===== src/design/uotg_pkg.sv =====
package uotg_pkg;
  // clock rate and link timings
  localparam int  CLK_MHZ          = 200;
  localparam real DETACH_US        = 2.5;
  localparam int  DETACH_CYCLES    = int'($ceil(DETACH_US * real'(CLK_MHZ)));
  localparam int  IDLE_MS          = 2;
  localparam int  IDLE_CYCLES      = IDLE_MS * 1000 * CLK_MHZ;
  localparam int  FRAME_MS         = 1;
  localparam int  FRAME_CYCLES     = FRAME_MS * 1000 * CLK_MHZ;

  // register word indices (byte address = 4 * index)
  localparam logic [3:0] IDX_EP0_CTRL  = 4'h0;
  localparam logic [3:0] IDX_TGT_ADDR  = 4'h1;
  localparam logic [3:0] IDX_TOKEN     = 4'h2;
  localparam logic [3:0] IDX_DESC_STAT = 4'h3;
  localparam logic [3:0] IDX_DESC_PTR  = 4'h4;
  localparam logic [3:0] IDX_TOP_IRQ   = 4'h5;
  localparam logic [3:0] IDX_OTG_IRQ   = 4'h6;
  localparam logic [3:0] IDX_OTG_PWR   = 4'h7;
  localparam logic [3:0] IDX_CFG_TWO   = 4'h8;
  localparam logic [3:0] IDX_LINE_STAT = 4'h9;

  // endpoint_zero_control bits
  localparam int EP_HSHK_BIT   = 0;
  localparam int EP_TX_BIT     = 2;
  localparam int EP_CONDIS_BIT = 3;
  localparam int EP_RX_BIT     = 4;
  localparam int RETRY_DIS_BIT = 6;
  localparam int LOW_SPEED_BIT = 7;
  // descriptor_status_word fields
  localparam int OWN_BIT       = 15;
  localparam int TOGGLE_BIT    = 14;
  localparam int PID_LSB       = 10;
  localparam int COUNT_W       = 10;
  // top_interrupt_status bits
  localparam int DETACH_BIT    = 0;
  localparam int TRN_DONE_BIT  = 3;
  localparam int ATTACH_BIT    = 6;
  localparam int STALL_BIT     = 7;
  // otg_interrupt_status / line status bits
  localparam int SESS_END_BIT  = 2;
  localparam int SESS_VLD_BIT  = 3;
  localparam int LINE_IDLE_BIT = 1;
  localparam int BUSY_BIT      = 7;
  // otg_line_power_control and module_config_two bits
  localparam int DP_PU_BIT     = 7;
  localparam int DM_PU_BIT     = 6;
  localparam int VBUS_ON_BIT   = 3;
  localparam int VBUS_DIS_BIT  = 0;
  localparam int VBUS_PULSE_BIT = 4;

  // packet identifiers
  localparam logic [3:0] PID_SETUP = 4'hd;
  localparam logic [3:0] PID_IN    = 4'h9;
  localparam logic [3:0] PID_OUT   = 4'h1;
  localparam logic [3:0] PID_ACK   = 4'h2;
  localparam logic [3:0] PID_NAK   = 4'ha;
  localparam logic [3:0] PID_STALL = 4'he;
  localparam logic [3:0] PID_ERROR = 4'hf;

  // typical software values for a control transfer
  localparam logic [7:0]  EP0_CTRL_PIPE = 8'h0d;
  localparam logic [7:0]  EP0_BULK_PIPE = 8'h1d;
  localparam logic [15:0] STAT_SETUP8   = 16'h8008;
  localparam logic [15:0] STAT_DATA1_64 = 16'hc040;
  localparam logic [15:0] STAT_DATA0_0  = 16'h8000;
  localparam logic [7:0]  TOK_SETUP_EP0 = 8'hd0;
  localparam logic [7:0]  TOK_IN_EP0    = 8'h90;
  localparam logic [7:0]  TOK_OUT_EP0   = 8'h01;

  typedef enum logic [1:0] {
    UOTG_IDLE = 2'b00,
    UOTG_SEND = 2'b01,
    UOTG_WAIT = 2'b10
  } uotg_state_e;
endpackage


===== src/design/uotg_cnt_if.sv =====
`timescale 1ns/1ps
`default_nettype none
// hold timer request and expiry
interface uotg_cnt_if;
  logic run;
  logic done;
  modport owner (output run, input done);
  modport tmr   (input run, output done);
endinterface
`default_nettype wire


===== src/design/uotg_hold_timer.sv =====
`timescale 1ns/1ps
`default_nettype none
module uotg_hold_timer #(
  parameter int LIMIT = 500
) (
  input  wire logic ref_clk,  // clock
  input  wire logic resetn,   // async reset
  uotg_cnt_if.tmr   ctl       // run level in, done level out
);
  localparam int CW = $clog2(LIMIT + 1);
  localparam logic [CW-1:0] LIM = CW'(LIMIT);
  logic [CW-1:0] cnt;
  logic [CW-1:0] next_cnt;

  // count while run holds, saturate at the limit
  always_comb begin
    next_cnt = '0;
    if (ctl.run) begin
      next_cnt = (cnt == LIM) ? cnt : cnt + CW'(1);
    end
  end

  always_ff @(posedge ref_clk or negedge resetn) begin
    if (!resetn) begin
      cnt <= '0;
    end else begin
      cnt <= next_cnt;
    end
  end

  assign ctl.done = (cnt == LIM);
endmodule // uotg_hold_timer
`default_nettype wire


===== src/design/uotg_host_srp.sv =====
`timescale 1ns/1ps
`default_nettype none
module uotg_host_srp #(
  parameter int IDLE_CYCLES  = uotg_pkg::IDLE_CYCLES,
  parameter int FRAME_CYCLES = uotg_pkg::FRAME_CYCLES
) (
  input  wire logic        ref_clk,          // 200 MHz clock
  input  wire logic        resetn,           // async reset, active low
  input  wire logic [3:0]  avs_address,      // word index
  input  wire logic        avs_read,         // read request
  input  wire logic        avs_write,        // write request
  input  wire logic [31:0] avs_writedata,    // write data
  input  wire logic [3:0]  avs_byteenable,   // byte lanes
  output logic      [31:0] avs_readdata,     // read data
  output logic             avs_waitrequest,  // stall
  output logic             pkt_valid,        // transaction request
  input  wire logic        pkt_ready,        // link takes request
  output logic      [3:0]  pkt_pid,          // token pid
  output logic      [3:0]  pkt_endp,         // endpoint
  output logic      [6:0]  pkt_addr,         // target address
  output logic             pkt_toggle,       // data toggle
  output logic      [9:0]  pkt_count,        // byte count
  output logic      [15:0] pkt_buf_ptr,      // buffer pointer
  output logic             pkt_low_speed,    // low-speed signalling
  output logic             pkt_handshake,    // expect handshake
  input  wire logic        res_valid,        // transaction result
  input  wire logic [3:0]  res_pid,          // handshake or error
  input  wire logic [9:0]  res_count,        // bytes moved
  output logic             frame_start,      // frame pulse
  input  wire logic        line_dp,          // d-plus level pin
  input  wire logic        line_dm,          // d-minus level pin
  input  wire logic        vbus_sess_valid,  // comparator pin
  input  wire logic        vbus_sess_end,    // comparator pin
  output logic             dplus_pullup,     // d-plus pull-up
  output logic             dminus_pullup,    // d-minus pull-up
  output logic             vbus_power,       // vbus supply
  output logic             vbus_discharge,   // vbus resistor
  output logic             vbus_pulse        // vbus pulsing
);
  localparam int FW = $clog2(FRAME_CYCLES);
  localparam logic [FW-1:0] FRAME_LAST = FW'(FRAME_CYCLES - 1);

  logic [7:0]  endpoint_zero_control, next_ep0;
  logic [7:0]  target_address_register, next_addr;
  logic [7:0]  token_issue_register, next_tok;
  logic [15:0] descriptor_status_word, next_stat;
  logic [15:0] descriptor_buffer_pointer, next_ptr;
  logic [7:0]  top_interrupt_status, next_top;
  logic [7:0]  otg_interrupt_status, next_otg;
  logic [7:0]  otg_line_power_control, next_pwr;
  logic [7:0]  module_config_two, next_cfg;
  logic [31:0] rdata, next_rdata;
  logic        rd_pend, next_rd_pend;
  uotg_pkg::uotg_state_e state, next_state;
  logic [7:0]  act_tok, next_act_tok;
  logic        tok_pend, next_tok_pend;
  logic        ctrl_used, next_ctrl_used;
  logic [FW-1:0] frame_cnt, next_frame_cnt;
  logic        det_q, next_det_q, sv_q, next_sv_q, se_q, next_se_q;
  logic        detached, next_detached;
  logic [3:0]  pins_s;
  logic        se0;
  logic        wr_lane0, wr_lane1, tok_wr, launch_ok, fin;
  logic [7:0]  top_set, otg_set, top_clr, otg_clr;

  uotg_cnt_if se0_if ();
  uotg_cnt_if idle_if ();

  // pins pass two flip-flops before use
  uotg_sync #(.W(4)) u_sync (
    .ref_clk (ref_clk),
    .resetn  (resetn),
    .d       ({line_dp, line_dm, vbus_sess_valid, vbus_sess_end}),
    .q       (pins_s)
  );

  assign se0 = !pins_s[3] && !pins_s[2];
  assign se0_if.run  = se0;
  assign idle_if.run = se0;

  // detach hold time on single-ended zero
  uotg_hold_timer #(.LIMIT(uotg_pkg::DETACH_CYCLES)) u_se0 (
    .ref_clk (ref_clk),
    .resetn  (resetn),
    .ctl     (se0_if.tmr)
  );
  // both lines low for the idle time
  uotg_hold_timer #(.LIMIT(IDLE_CYCLES)) u_idle (
    .ref_clk (ref_clk),
    .resetn  (resetn),
    .ctl     (idle_if.tmr)
  );

  // bus decode: writes take no wait, reads one
  assign wr_lane0        = avs_write && avs_byteenable[0];
  assign wr_lane1        = avs_write && avs_byteenable[1];
  assign tok_wr          = wr_lane0 && (avs_address == uotg_pkg::IDX_TOKEN);
  assign avs_waitrequest = avs_read && !rd_pend;
  assign avs_readdata    = rdata;
  assign frame_start     = (frame_cnt == FRAME_LAST);

  // transaction engine and descriptor write-back
  assign launch_ok = tok_pend
                  && descriptor_status_word[uotg_pkg::OWN_BIT]
                  && !(token_issue_register[7:4] == uotg_pkg::PID_SETUP && ctrl_used);
  assign fin = (state == uotg_pkg::UOTG_WAIT) && res_valid
            && !(res_pid == uotg_pkg::PID_NAK
                 && !endpoint_zero_control[uotg_pkg::RETRY_DIS_BIT]);
  always_comb begin
    next_state     = state;
    next_act_tok   = act_tok;
    next_tok_pend  = tok_pend || tok_wr;
    next_ctrl_used = frame_start ? 1'b0 : ctrl_used;
    top_set        = 8'h00;
    unique case (state)
      uotg_pkg::UOTG_IDLE: begin
        if (launch_ok) begin
          next_state    = uotg_pkg::UOTG_SEND;
          next_act_tok  = token_issue_register;
          next_tok_pend = tok_wr;
        end
      end
      uotg_pkg::UOTG_SEND: begin
        if (pkt_ready) begin
          next_state = uotg_pkg::UOTG_WAIT;
        end
      end
      uotg_pkg::UOTG_WAIT: begin
        if (res_valid) begin
          next_state = fin ? uotg_pkg::UOTG_IDLE : uotg_pkg::UOTG_SEND;
        end
        if (fin) begin
          top_set[uotg_pkg::TRN_DONE_BIT] = 1'b1;
          top_set[uotg_pkg::STALL_BIT]    = (res_pid == uotg_pkg::PID_STALL);
          if (act_tok[7:4] == uotg_pkg::PID_SETUP) begin
            next_ctrl_used = 1'b1;
          end
        end
      end
      default: begin
        next_state = uotg_pkg::UOTG_IDLE;
      end
    endcase
    // line events share the one driver of the top flag set vector
    top_set[uotg_pkg::DETACH_BIT] = se0_if.done && !det_q;
    top_set[uotg_pkg::ATTACH_BIT] = detached && !se0;
  end

  // link-side request fields
  assign pkt_valid     = (state == uotg_pkg::UOTG_SEND);
  assign pkt_pid       = act_tok[7:4];
  assign pkt_endp      = act_tok[3:0];
  assign pkt_addr      = target_address_register[6:0];
  assign pkt_toggle    = descriptor_status_word[uotg_pkg::TOGGLE_BIT];
  assign pkt_count     = descriptor_status_word[uotg_pkg::COUNT_W-1:0];
  assign pkt_buf_ptr   = descriptor_buffer_pointer;
  assign pkt_low_speed = endpoint_zero_control[uotg_pkg::LOW_SPEED_BIT];
  assign pkt_handshake = endpoint_zero_control[uotg_pkg::EP_HSHK_BIT];

  // line, session and frame events
  always_comb begin
    next_det_q     = se0_if.done;
    next_sv_q      = pins_s[1];
    next_se_q      = pins_s[0];
    next_detached  = detached;
    next_frame_cnt = frame_start ? '0 : frame_cnt + FW'(1);
    otg_set        = 8'h00;
    top_clr        = 8'h00;
    otg_clr        = 8'h00;
    if (se0_if.done && !det_q) begin
      next_detached = 1'b1;
    end else if (detached && !se0) begin
      next_detached = 1'b0;
    end
    otg_set[uotg_pkg::SESS_VLD_BIT] = pins_s[1] && !sv_q;
    otg_set[uotg_pkg::SESS_END_BIT] = pins_s[0] && !se_q;
    if (wr_lane0 && avs_address == uotg_pkg::IDX_TOP_IRQ) begin
      top_clr = avs_writedata[7:0];
    end
    if (wr_lane0 && avs_address == uotg_pkg::IDX_OTG_IRQ) begin
      otg_clr = avs_writedata[7:0];
    end
  end

  // register file; hardware set and write-back win over software
  always_comb begin
    next_ep0  = endpoint_zero_control;
    next_addr = target_address_register;
    next_tok  = token_issue_register;
    next_stat = descriptor_status_word;
    next_ptr  = descriptor_buffer_pointer;
    next_pwr  = otg_line_power_control;
    next_cfg  = module_config_two;
    if (wr_lane0) begin
      case (avs_address)
        uotg_pkg::IDX_EP0_CTRL:  next_ep0  = avs_writedata[7:0];
        uotg_pkg::IDX_TGT_ADDR:  next_addr = avs_writedata[7:0];
        uotg_pkg::IDX_TOKEN:     next_tok  = avs_writedata[7:0];
        uotg_pkg::IDX_DESC_STAT: next_stat[7:0] = avs_writedata[7:0];
        uotg_pkg::IDX_DESC_PTR:  next_ptr[7:0]  = avs_writedata[7:0];
        uotg_pkg::IDX_OTG_PWR:   next_pwr  = avs_writedata[7:0];
        uotg_pkg::IDX_CFG_TWO:   next_cfg  = avs_writedata[7:0];
        default: ;
      endcase
    end
    if (wr_lane1 && avs_address == uotg_pkg::IDX_DESC_STAT) begin
      next_stat[15:8] = avs_writedata[15:8];
    end
    if (wr_lane1 && avs_address == uotg_pkg::IDX_DESC_PTR) begin
      next_ptr[15:8] = avs_writedata[15:8];
    end
    if (fin) begin
      next_stat = {1'b0, descriptor_status_word[uotg_pkg::TOGGLE_BIT],
                   res_pid, res_count};
    end
    next_top = (top_interrupt_status & ~top_clr) | top_set;
    next_otg = (otg_interrupt_status & ~otg_clr) | otg_set;
    next_rd_pend = avs_read && !rd_pend;
    next_rdata   = rdata;
    if (avs_read && !rd_pend) begin
      case (avs_address)
        uotg_pkg::IDX_EP0_CTRL:  next_rdata = {24'h0, endpoint_zero_control};
        uotg_pkg::IDX_TGT_ADDR:  next_rdata = {24'h0, target_address_register};
        uotg_pkg::IDX_TOKEN:     next_rdata = {24'h0, token_issue_register};
        uotg_pkg::IDX_DESC_STAT: next_rdata = {16'h0, descriptor_status_word};
        uotg_pkg::IDX_DESC_PTR:  next_rdata = {16'h0, descriptor_buffer_pointer};
        uotg_pkg::IDX_TOP_IRQ:   next_rdata = {24'h0, top_interrupt_status};
        uotg_pkg::IDX_OTG_IRQ:   next_rdata = {24'h0, otg_interrupt_status};
        uotg_pkg::IDX_OTG_PWR:   next_rdata = {24'h0, otg_line_power_control};
        uotg_pkg::IDX_CFG_TWO:   next_rdata = {24'h0, module_config_two};
        uotg_pkg::IDX_LINE_STAT: next_rdata = {24'h0, state != uotg_pkg::UOTG_IDLE,
                                   3'h0, pins_s[1], pins_s[0], idle_if.done, se0};
        default:                 next_rdata = 32'h0;
      endcase
    end
  end

  // pad controls straight from the power register; vbus_pulse from module_config_two
  assign dplus_pullup   = otg_line_power_control[uotg_pkg::DP_PU_BIT];
  assign dminus_pullup  = otg_line_power_control[uotg_pkg::DM_PU_BIT];
  assign vbus_power     = otg_line_power_control[uotg_pkg::VBUS_ON_BIT];
  assign vbus_discharge = otg_line_power_control[uotg_pkg::VBUS_DIS_BIT];
  assign vbus_pulse     = module_config_two[uotg_pkg::VBUS_PULSE_BIT];

  // state registers
  always_ff @(posedge ref_clk or negedge resetn) begin
    if (!resetn) begin
      endpoint_zero_control     <= 8'h00;
      target_address_register   <= 8'h00;
      token_issue_register      <= 8'h00;
      descriptor_status_word    <= 16'h0000;
      descriptor_buffer_pointer <= 16'h0000;
      top_interrupt_status      <= 8'h00;
      otg_interrupt_status      <= 8'h00;
      otg_line_power_control    <= 8'h00;
      module_config_two         <= 8'h00;
      rdata                     <= 32'h0;
      rd_pend                   <= 1'b0;
      state                     <= uotg_pkg::UOTG_IDLE;
      act_tok                   <= 8'h00;
      tok_pend                  <= 1'b0;
      ctrl_used                 <= 1'b0;
      frame_cnt                 <= '0;
      det_q                     <= 1'b0;
      sv_q                      <= 1'b0;
      se_q                      <= 1'b0;
      detached                  <= 1'b1;
    end else begin
      endpoint_zero_control     <= next_ep0;
      target_address_register   <= next_addr;
      token_issue_register      <= next_tok;
      descriptor_status_word    <= next_stat;
      descriptor_buffer_pointer <= next_ptr;
      top_interrupt_status      <= next_top;
      otg_interrupt_status      <= next_otg;
      otg_line_power_control    <= next_pwr;
      module_config_two         <= next_cfg;
      rdata                     <= next_rdata;
      rd_pend                   <= next_rd_pend;
      state                     <= next_state;
      act_tok                   <= next_act_tok;
      tok_pend                  <= next_tok_pend;
      ctrl_used                 <= next_ctrl_used;
      frame_cnt                 <= next_frame_cnt;
      det_q                     <= next_det_q;
      sv_q                      <= next_sv_q;
      se_q                      <= next_se_q;
      detached                  <= next_detached;
    end
  end
endmodule // uotg_host_srp
`default_nettype wire


===== src/design/uotg_sync.sv =====
`timescale 1ns/1ps
`default_nettype none
module uotg_sync #(
  parameter int W = 1
) (
  input  wire logic         ref_clk,  // clock
  input  wire logic         resetn,   // async reset
  input  wire logic [W-1:0] d,        // pin levels
  output logic      [W-1:0] q         // synchronised levels
);
  logic [W-1:0] meta;

  // two flip-flop synchroniser
  always_ff @(posedge ref_clk or negedge resetn) begin
    if (!resetn) begin
      meta <= '0;
      q    <= '0;
    end else begin
      meta <= d;
      q    <= meta;
    end
  end
endmodule // uotg_sync
`default_nettype wire


===== config.mk =====
export PLATFORM = sky130hd
export DESIGN_NAME = uotg_host_srp
export DESIGN_NICKNAME = d
export VERILOG_FILES = /design/src/design/uotg_pkg.sv /design/src/design/uotg_cnt_if.sv /design/src/design/uotg_hold_timer.sv /design/src/design/uotg_host_srp.sv /design/src/design/uotg_sync.sv
export SDC_FILE = /design/constraint.sdc
export NUM_CORES = 1
export LEC_CHECK = 0
export BUFFER_PORTS_ARGS = -buffer_cell sky130_fd_sc_hd__buf_2
export CORE_UTILIZATION = 50
export DETAILED_ROUTE_END_ITERATION = 7
export GPL_TIMING_DRIVEN = 0
export PLACE_DENSITY_LB_ADDON = 0.12
export SLEW_MARGIN = 0
export SYNTH_ARGS = -nofsm -noshare
export SYNTH_HDL_FRONTEND = slang
export SYNTH_SLANG_ARGS = --single-unit

===== constraint.sdc =====
create_clock -name ref_clk -period 3.38 [get_ports ref_clk]
set_input_delay 0.676 -clock ref_clk [delete_from_list [all_inputs] [get_ports ref_clk]]
set_output_delay 0.676 -clock ref_clk [all_outputs]
set_load 0.03 [all_outputs]

==> results of run 1 <==
-- how the worst max path moves through the flow --
stage                     depth (start not counted)          start  slack [ns]               to
after floorplan                                   2  frame_cnt[12]        1.22      frame_start
after global placement                            1         resetn       -1.06     frame_cnt[9]
after detailed placement                          7       avs_read        0.68  avs_readdata[8]
after CTS                                         3  frame_cnt[12]        0.51      frame_start
after global routing                              3  frame_cnt[12]        0.43      frame_start
final                                             3  frame_cnt[12]        0.55      frame_start
-- worst max-delay path: stages (launching register included) --
cell	delay, ns
dfrtp_1	0.41
or4b_1	0.62
nor3_4	0.42
buf_2	0.28
-- report_power, final --
part | switching (uW) | total [uW] | leakage [uW] | internal [uW]
logic | 862 | 1420 | 0.00206 | 559
registers | 256 | 2660 | 0.00227 | 2410
clock network | 835 | 1970 | 0.000279 | 1130
total | 1950 | 6050 | 0.00461 | 4100
-- final cells by class --
class                      instances  area, um2
clock buffer                      20        457
sequential                       175       4380
inverter                          14       52.6
timing repair buffer             111        588
fill                            1336       6210
clock inverter                    12        135
buffer                            68        429
tap                              216        270
multi-input combinational        480       3540
-- Yosys cell counts (3+ instances only) --
cell type	instances
dfrtp_1	174
mux2_2	72
nand2_1	55
buf_4	42
nor2_1	34
o21ai_0	33
mux2i_1	22
nand3_1	22
xor2_1	17
a21oi_1	13
buf_2	13
inv_1	13
a22oi_1	12
clkbuf_1	11
nand4_1	11
a21boi_0	10
and4_1	10
nor2b_1	10
o21ai_1	10
xnor2_1	9
a22o_1	7
and3_1	7
or3_1	7
a32oi_1	6
ha_1	5
nand2b_1	5
nand4_2	5
nor3_1	5
and2_1	4
mux4_2	4
a221o_1	3
a31oi_1	3
nor3b_1	3
nor4b_1	3
o211ai_1	3
o2bb2ai_1	3
o31ai_1	3
or4_1	3
-- logic make-up (layout without fill, tap and decap cells) --
group	count (synthesis)	count (layout)	synth area share
buf+inv	82	225	0.0577
compound gates	125	125	0.101
flops	175	175	0.525
xor+xnor	26	26	0.0273
mux	99	99	0.136
fa+ha+maj	5	5	0.00750
simple gates	209	209	0.145
other cells	1	16	0.000450
-- metrics by stage --
step | hold WS [ns] | util
after floorplan | 0.331 | -
after global placement | 0.336 | 0.574
after global routing | 0.328 | 0.613
after CTS | 0.299 | 0.613
after detailed placement | 0.346 | 0.576
final | 0.279 | 0.613
-- flip-flops by register name (all words and copies together), names as in the netlist --
name / count
se_q: 1
u_sync.q: 4
state: 2
pkt_buf_ptr: 16
ctrl_used: 1
rd_pend: 1
descriptor_status_word: 16
frame_cnt: 18
u_sync.meta: 4
otg_line_power_control: 8
top_interrupt_status: 8
det_q: 1
token_issue_register: 8
detached: 1
target_address_register: 8
tok_pend: 1
sv_q: 1
module_config_two: 8
u_se0.cnt: 9
avs_readdata: 16
endpoint_zero_control: 8
otg_interrupt_status: 8
u_idle.cnt: 19
act_tok: 8
-- layer usage --
layer  vias up  GRT usage
met5         -          0
met4         0     0.0850
met1      3095      0.345
met2       239      0.411
li1       2861          -
met3        31     0.0679
==> reports/qor.yml, run 1 <==
status:
  outcome: "complete, no violations"
clock_network:
  ctsResizeCount: 0
  cts_tree: "done"
  clkLatencyLatePin_ns: 0.43
  h-tree-depth: 4
  cts_root_buf: "clkbuf_16"
  cts_buffers: 17
  postCtsHoldBufs: 0
  post_cts_buffers: 0
  path_clk_slew_ns: 0.07
  clockBufferDepth: 2
  clkSinkCount: 175
placed_design:
  dp_slack_ns: 0.677
  place_congestion: 0.890
  dp_hpwl_um: 15000
  io_buffer_count: 110
  dpl_cell_area_um2: 9260
  placedCellCount: 1064
route:
  met1_length_um: 9160
  drt-wirelength-per-cell_um: 19.4
  first_pass_iters: 5
  via_per_inst: 5.68
  vias: 6226
  met2_length_um: 10300
  drt_wl_total_um: 21300
  wl_met3_um: 1430
  drtIter0Drc: 402
  highest_layer: "met4"
  drc_errors: 0
  postRouteAntennaNets: 0
min_path:
  hold_class: "input pin to asynchronous set/reset pin"
cells_and_area:
  layout_common_cells: "dfrtp_1 (174), buf_2 (122), mux2_2 (72), nand2_1 (55), buf_4 (42)"
  area_delta_synth_final_pct: 18.1
  antenna_cells: 0
  finalNonFillerCells: 1096
  design_area_um2: 9850
  drive_above_1_share: 0.332
  fin_nets: 936
  layout_commonest_cell: "dfrtp_1"
sta:
  fmax_mhz: 353
  slew_headroom: 0.404
  period_needed_ns: 2.83
  final_max_slew_viol_count: 0
  skew_ns: 0.00695
  rsz0062_at_grt: "false"
  hold_viol_final: 0
  setup_viol: 0
  tns_ns: 0
  fin_crit_sh: 0.838
  worstMarginPinSlew_ns: 0.889
  finalWorstSetupSlack_ns: 0.546
floorplan:
  fp.dieW_um: 131
  die_area_um2: 17200
  pin_count: 148
  die_height_um: 131
  start_util: 0.519
  row_count: 46
  core_um2: 16100
critical_path:
  r2r_start: "rd_pend"
  reg2reg_depth: 6
  criticalPathCategory: "flop to output pin"
  worstPathArrival_ns: 2.16
  rrSetupSlack_ns: 1.07
  rr_endpoint: "avs_readdata[8]"
  critPathMaxFanout: 10
  critPathLaunchType: "flop"
  crit_required_ns: 2.70
  end_kind: "output pin"
logic_synthesis:
  syn_area_um2: 8340
  yosysSeqAreaShare: 0.525
  synth_edf_count: 0
  async_reset_ff_frac: 1.00
  synthTopCellsByArea: "dfrtp_1 (52%), mux2_2 (9.7%), buf_4 (3.8%)"
  ys_warn_count: 0
  synth_top_area_share: 0.522
  synthFlopType: "dfrtp_1"
  syn_inst: 722
  synth_seq_cells: 175
  synth_area_leader_cell: "dfrtp_1"
  syn_area_per_cell_um2: 11.6
  synth_cell_types: 76
global_route:
  grt_usage: 0.259
  globalRoute.totalOverflow: 0
  grt_pass1_wl_um: 34300
  grt_max_degree: 97
  antenna_found_initial: 0
  grt_pass1_vias: 6272
pwr:
  leakage_uw: 0.00461
  p_per_area_nw_per_um2: 614
  finalPower_uw: 6050
  peakVddDrop_uv: 393
job:
  cap_violations: 0
Power figures use the tool's default switching activity.
==> run 2: changes to the inputs <==
==> constraint.sdc (replaced) <==
create_clock -name ref_clk -period 2.65 [get_ports ref_clk]
set_input_delay 0.53 -clock ref_clk [delete_from_list [all_inputs] [get_ports ref_clk]]
set_output_delay 0.53 -clock ref_clk [all_outputs]
set_load 0.03 [all_outputs]
==> reports/qor.yml, run 2 (same netlist as run 1, synthesis figures left out) <==
global_route:
  antenna_found_initial: 0  # unchanged
  grt_pass1_wl_um: 34400  # +0.16%
  globalRoute.totalOverflow: 0  # unchanged
  grt_usage: 0.260  # +0.000596
  grt_max_degree: 97  # unchanged
  grt_pass1_vias: 6281  # +0.14%
sta:
  setup_viol: 0  # unchanged
  skew_ns: 0.00587  # -0.00108 ns
  rsz0062_at_grt: "false"
  hold_ws_ns: 0.133  # -0.145 ns
  hold_viol_final: 0  # unchanged
  worstMarginPinSlew_ns: 0.862  # -0.0270 ns
  fmax_mhz: 399
  fin_crit_sh: 0.947
  period_needed_ns: 2.51
  slew_headroom: 0.423  # +0.0181
  final_max_slew_viol_count: 0  # unchanged
critical_path:
  worstPathArrival_ns: 1.98  # -0.18 ns
  critPathMaxFanout: 6  # -4
  cpMaxStageDelayCell: "or4_4"
  cpPeakStageDelay_ns: 0.46  # -0.16 ns
  criticalPathCategory: "flop to output pin"
  critPathLaunchType: "flop"
  crit_chain: "nand4bb_1, or4_4, nor3_4, buf_2"
  crit_required_ns: 2.12  # -0.58 ns
  end_kind: "output pin"
clock_network:
  clkLatencyLatePin_ns: 0.43  # about the same
  postCtsHoldBufs: 0  # unchanged
  ctsResizeCount: 0  # unchanged
  path_clk_slew_ns: 0.07  # about the same
  clockBufferDepth: 2  # unchanged
  h-tree-depth: 4  # unchanged
  cts_root_buf: "clkbuf_16"
  cts_buffers: 17  # unchanged
  cts_tree: "done"
  clkSinkCount: 175  # unchanged
  post_cts_buffers: 1  # +1
pwr:
  power.share.clock: 0.325  # about the same
  swShare: 0.323  # about the same
  peakVddDrop_uv: 502  # +28%
  comb_power_share: 0.235  # about the same
  power.switching_uw: 2490  # +28%
  internal_power_uw: 5230  # +28%
  power.share.sequential: 0.441  # about the same
  leakage_uw: 0.00462  # +0.12%
  p_per_area_nw_per_um2: 783  # +27%
min_path:
  hold_class: "input pin to asynchronous set/reset pin"
status:
  outcome: "complete, no violations"
route:
  vias: 6226  # unchanged
  via_per_inst: 5.68  # about the same
  drc_errors: 0  # unchanged
  drt-wirelength-per-cell_um: 19.5  # +0.27%
  first_pass_iters: 7  # +2
  postRouteAntennaNets: 0  # unchanged
  drt_wl_total_um: 21400  # +0.36%
  drtIter0Drc: 395  # -1.7%
floorplan:
  row_count: 46  # unchanged
  die_height_um: 131  # unchanged
  die_area_um2: 17200  # unchanged
  fp.dieW_um: 131  # unchanged
  core_um2: 16100  # unchanged
  start_util: 0.519  # unchanged
  pin_count: 148  # unchanged
job:
  cap_violations: 0  # unchanged
cells_and_area:
  area_delta_synth_final_pct: 18.1  # about the same
  antenna_cells: 0  # unchanged
  layout_commonest_cell: "dfrtp_1"
  layout_common_cells: "dfrtp_1 (174), buf_2 (122), mux2_2 (72), nand2_1 (55), buf_4 (43)"
  design_area_um2: 9860  # about the same
  fin_nets: 937  # +0.11%
  drive_above_1_share: 0.333  # +0.000758
  largest-register: "u_idle.cnt"
  top_regs: "u_idle.cnt (19), frame_cnt (18)"
  largest_reg_flops: 19  # unchanged
placed_design:
  io_buffer_count: 110  # unchanged
  place_congestion: 0.890  # unchanged
  dpl_cell_area_um2: 9260  # unchanged
  dp_hpwl_um: 15000  # unchanged
run 2: worst max-delay path: cells and delay by family, from the launching register on:
kind	cells	cell delay [ns]
and+or+nand+nor	3	0.88
DFF	1	0.44
buffers and inverters	1	0.23
run 2: per-layer routing:
metal,up-vias,routed length [um],global-route usage
li1,2857,-,-
met2,223,10300,0.411
met3,29,1380,0.0679
met5,-,0,0
met4,0,406,0.0850
met1,3117,9310,0.347
run 2: final timing paths:
| check | endpoint | depth (start not counted) | slack, ns | from |
|---|---|---|---|---|
| worst max-delay path | frame_start | 4 | 0.14 | frame_cnt[6] |
| worst min-delay path | se_q | 1 | 0.13 | resetn |
| worst max register to register | avs_readdata[8] | 6 | 0.37 | rd_pend |
| worst min register to register | u_sync.q[0] | 0 | 0.35 | u_sync.meta[0] |
| max in group asynchronous | detached | 2 | 1.64 | resetn |
| min in group ref_clk | u_sync.meta[0] | 1 | 0.20 | vbus_sess_end |
run 2: through the flow:
| stage | std cells | total power (uW) | setup slack, ns | TNS [ns] | util |
|---|---|---|---|---|---|
| global placement | 1063 | 5200 | -1.64 | -283.44 | 0.574 |
| global route | 1097 | 8050 | 0.0714 | 0 | 0.614 |
| CTS | 1097 | 7770 | 0.123 | 0 | 0.614 |
| finish | 1097 | 7720 | 0.142 | 0 | 0.614 |
| floorplan | 737 | 4610 | 0.638 | 0 | - |
| detailed placement | 1064 | 5250 | 0.0931 | 0 | 0.576 |
run 2: area by class of cell:
cell class	count	area, um2
fill	1336	6200
sequential	175	4380
multi-input combinational	480	3540
timing repair buffer	112	596
clock buffer	20	457
buffer	68	429
tap	216	270
clock inverter	12	135
inverter	14	52.6
run 2: power groups by stage:
stage | logic (uW) | clock network [uW] | registers, uW
4_1_cts | 1820 | 2550 | 3390
3_3_place_gp | 1780 | 0 | 3420
2_1_floorplan | 986 | 0 | 3620
5_1_grt | 1940 | 2660 | 3450
3_5_place_dp | 1810 | 0 | 3440
6_report | 1810 | 2500 | 3400
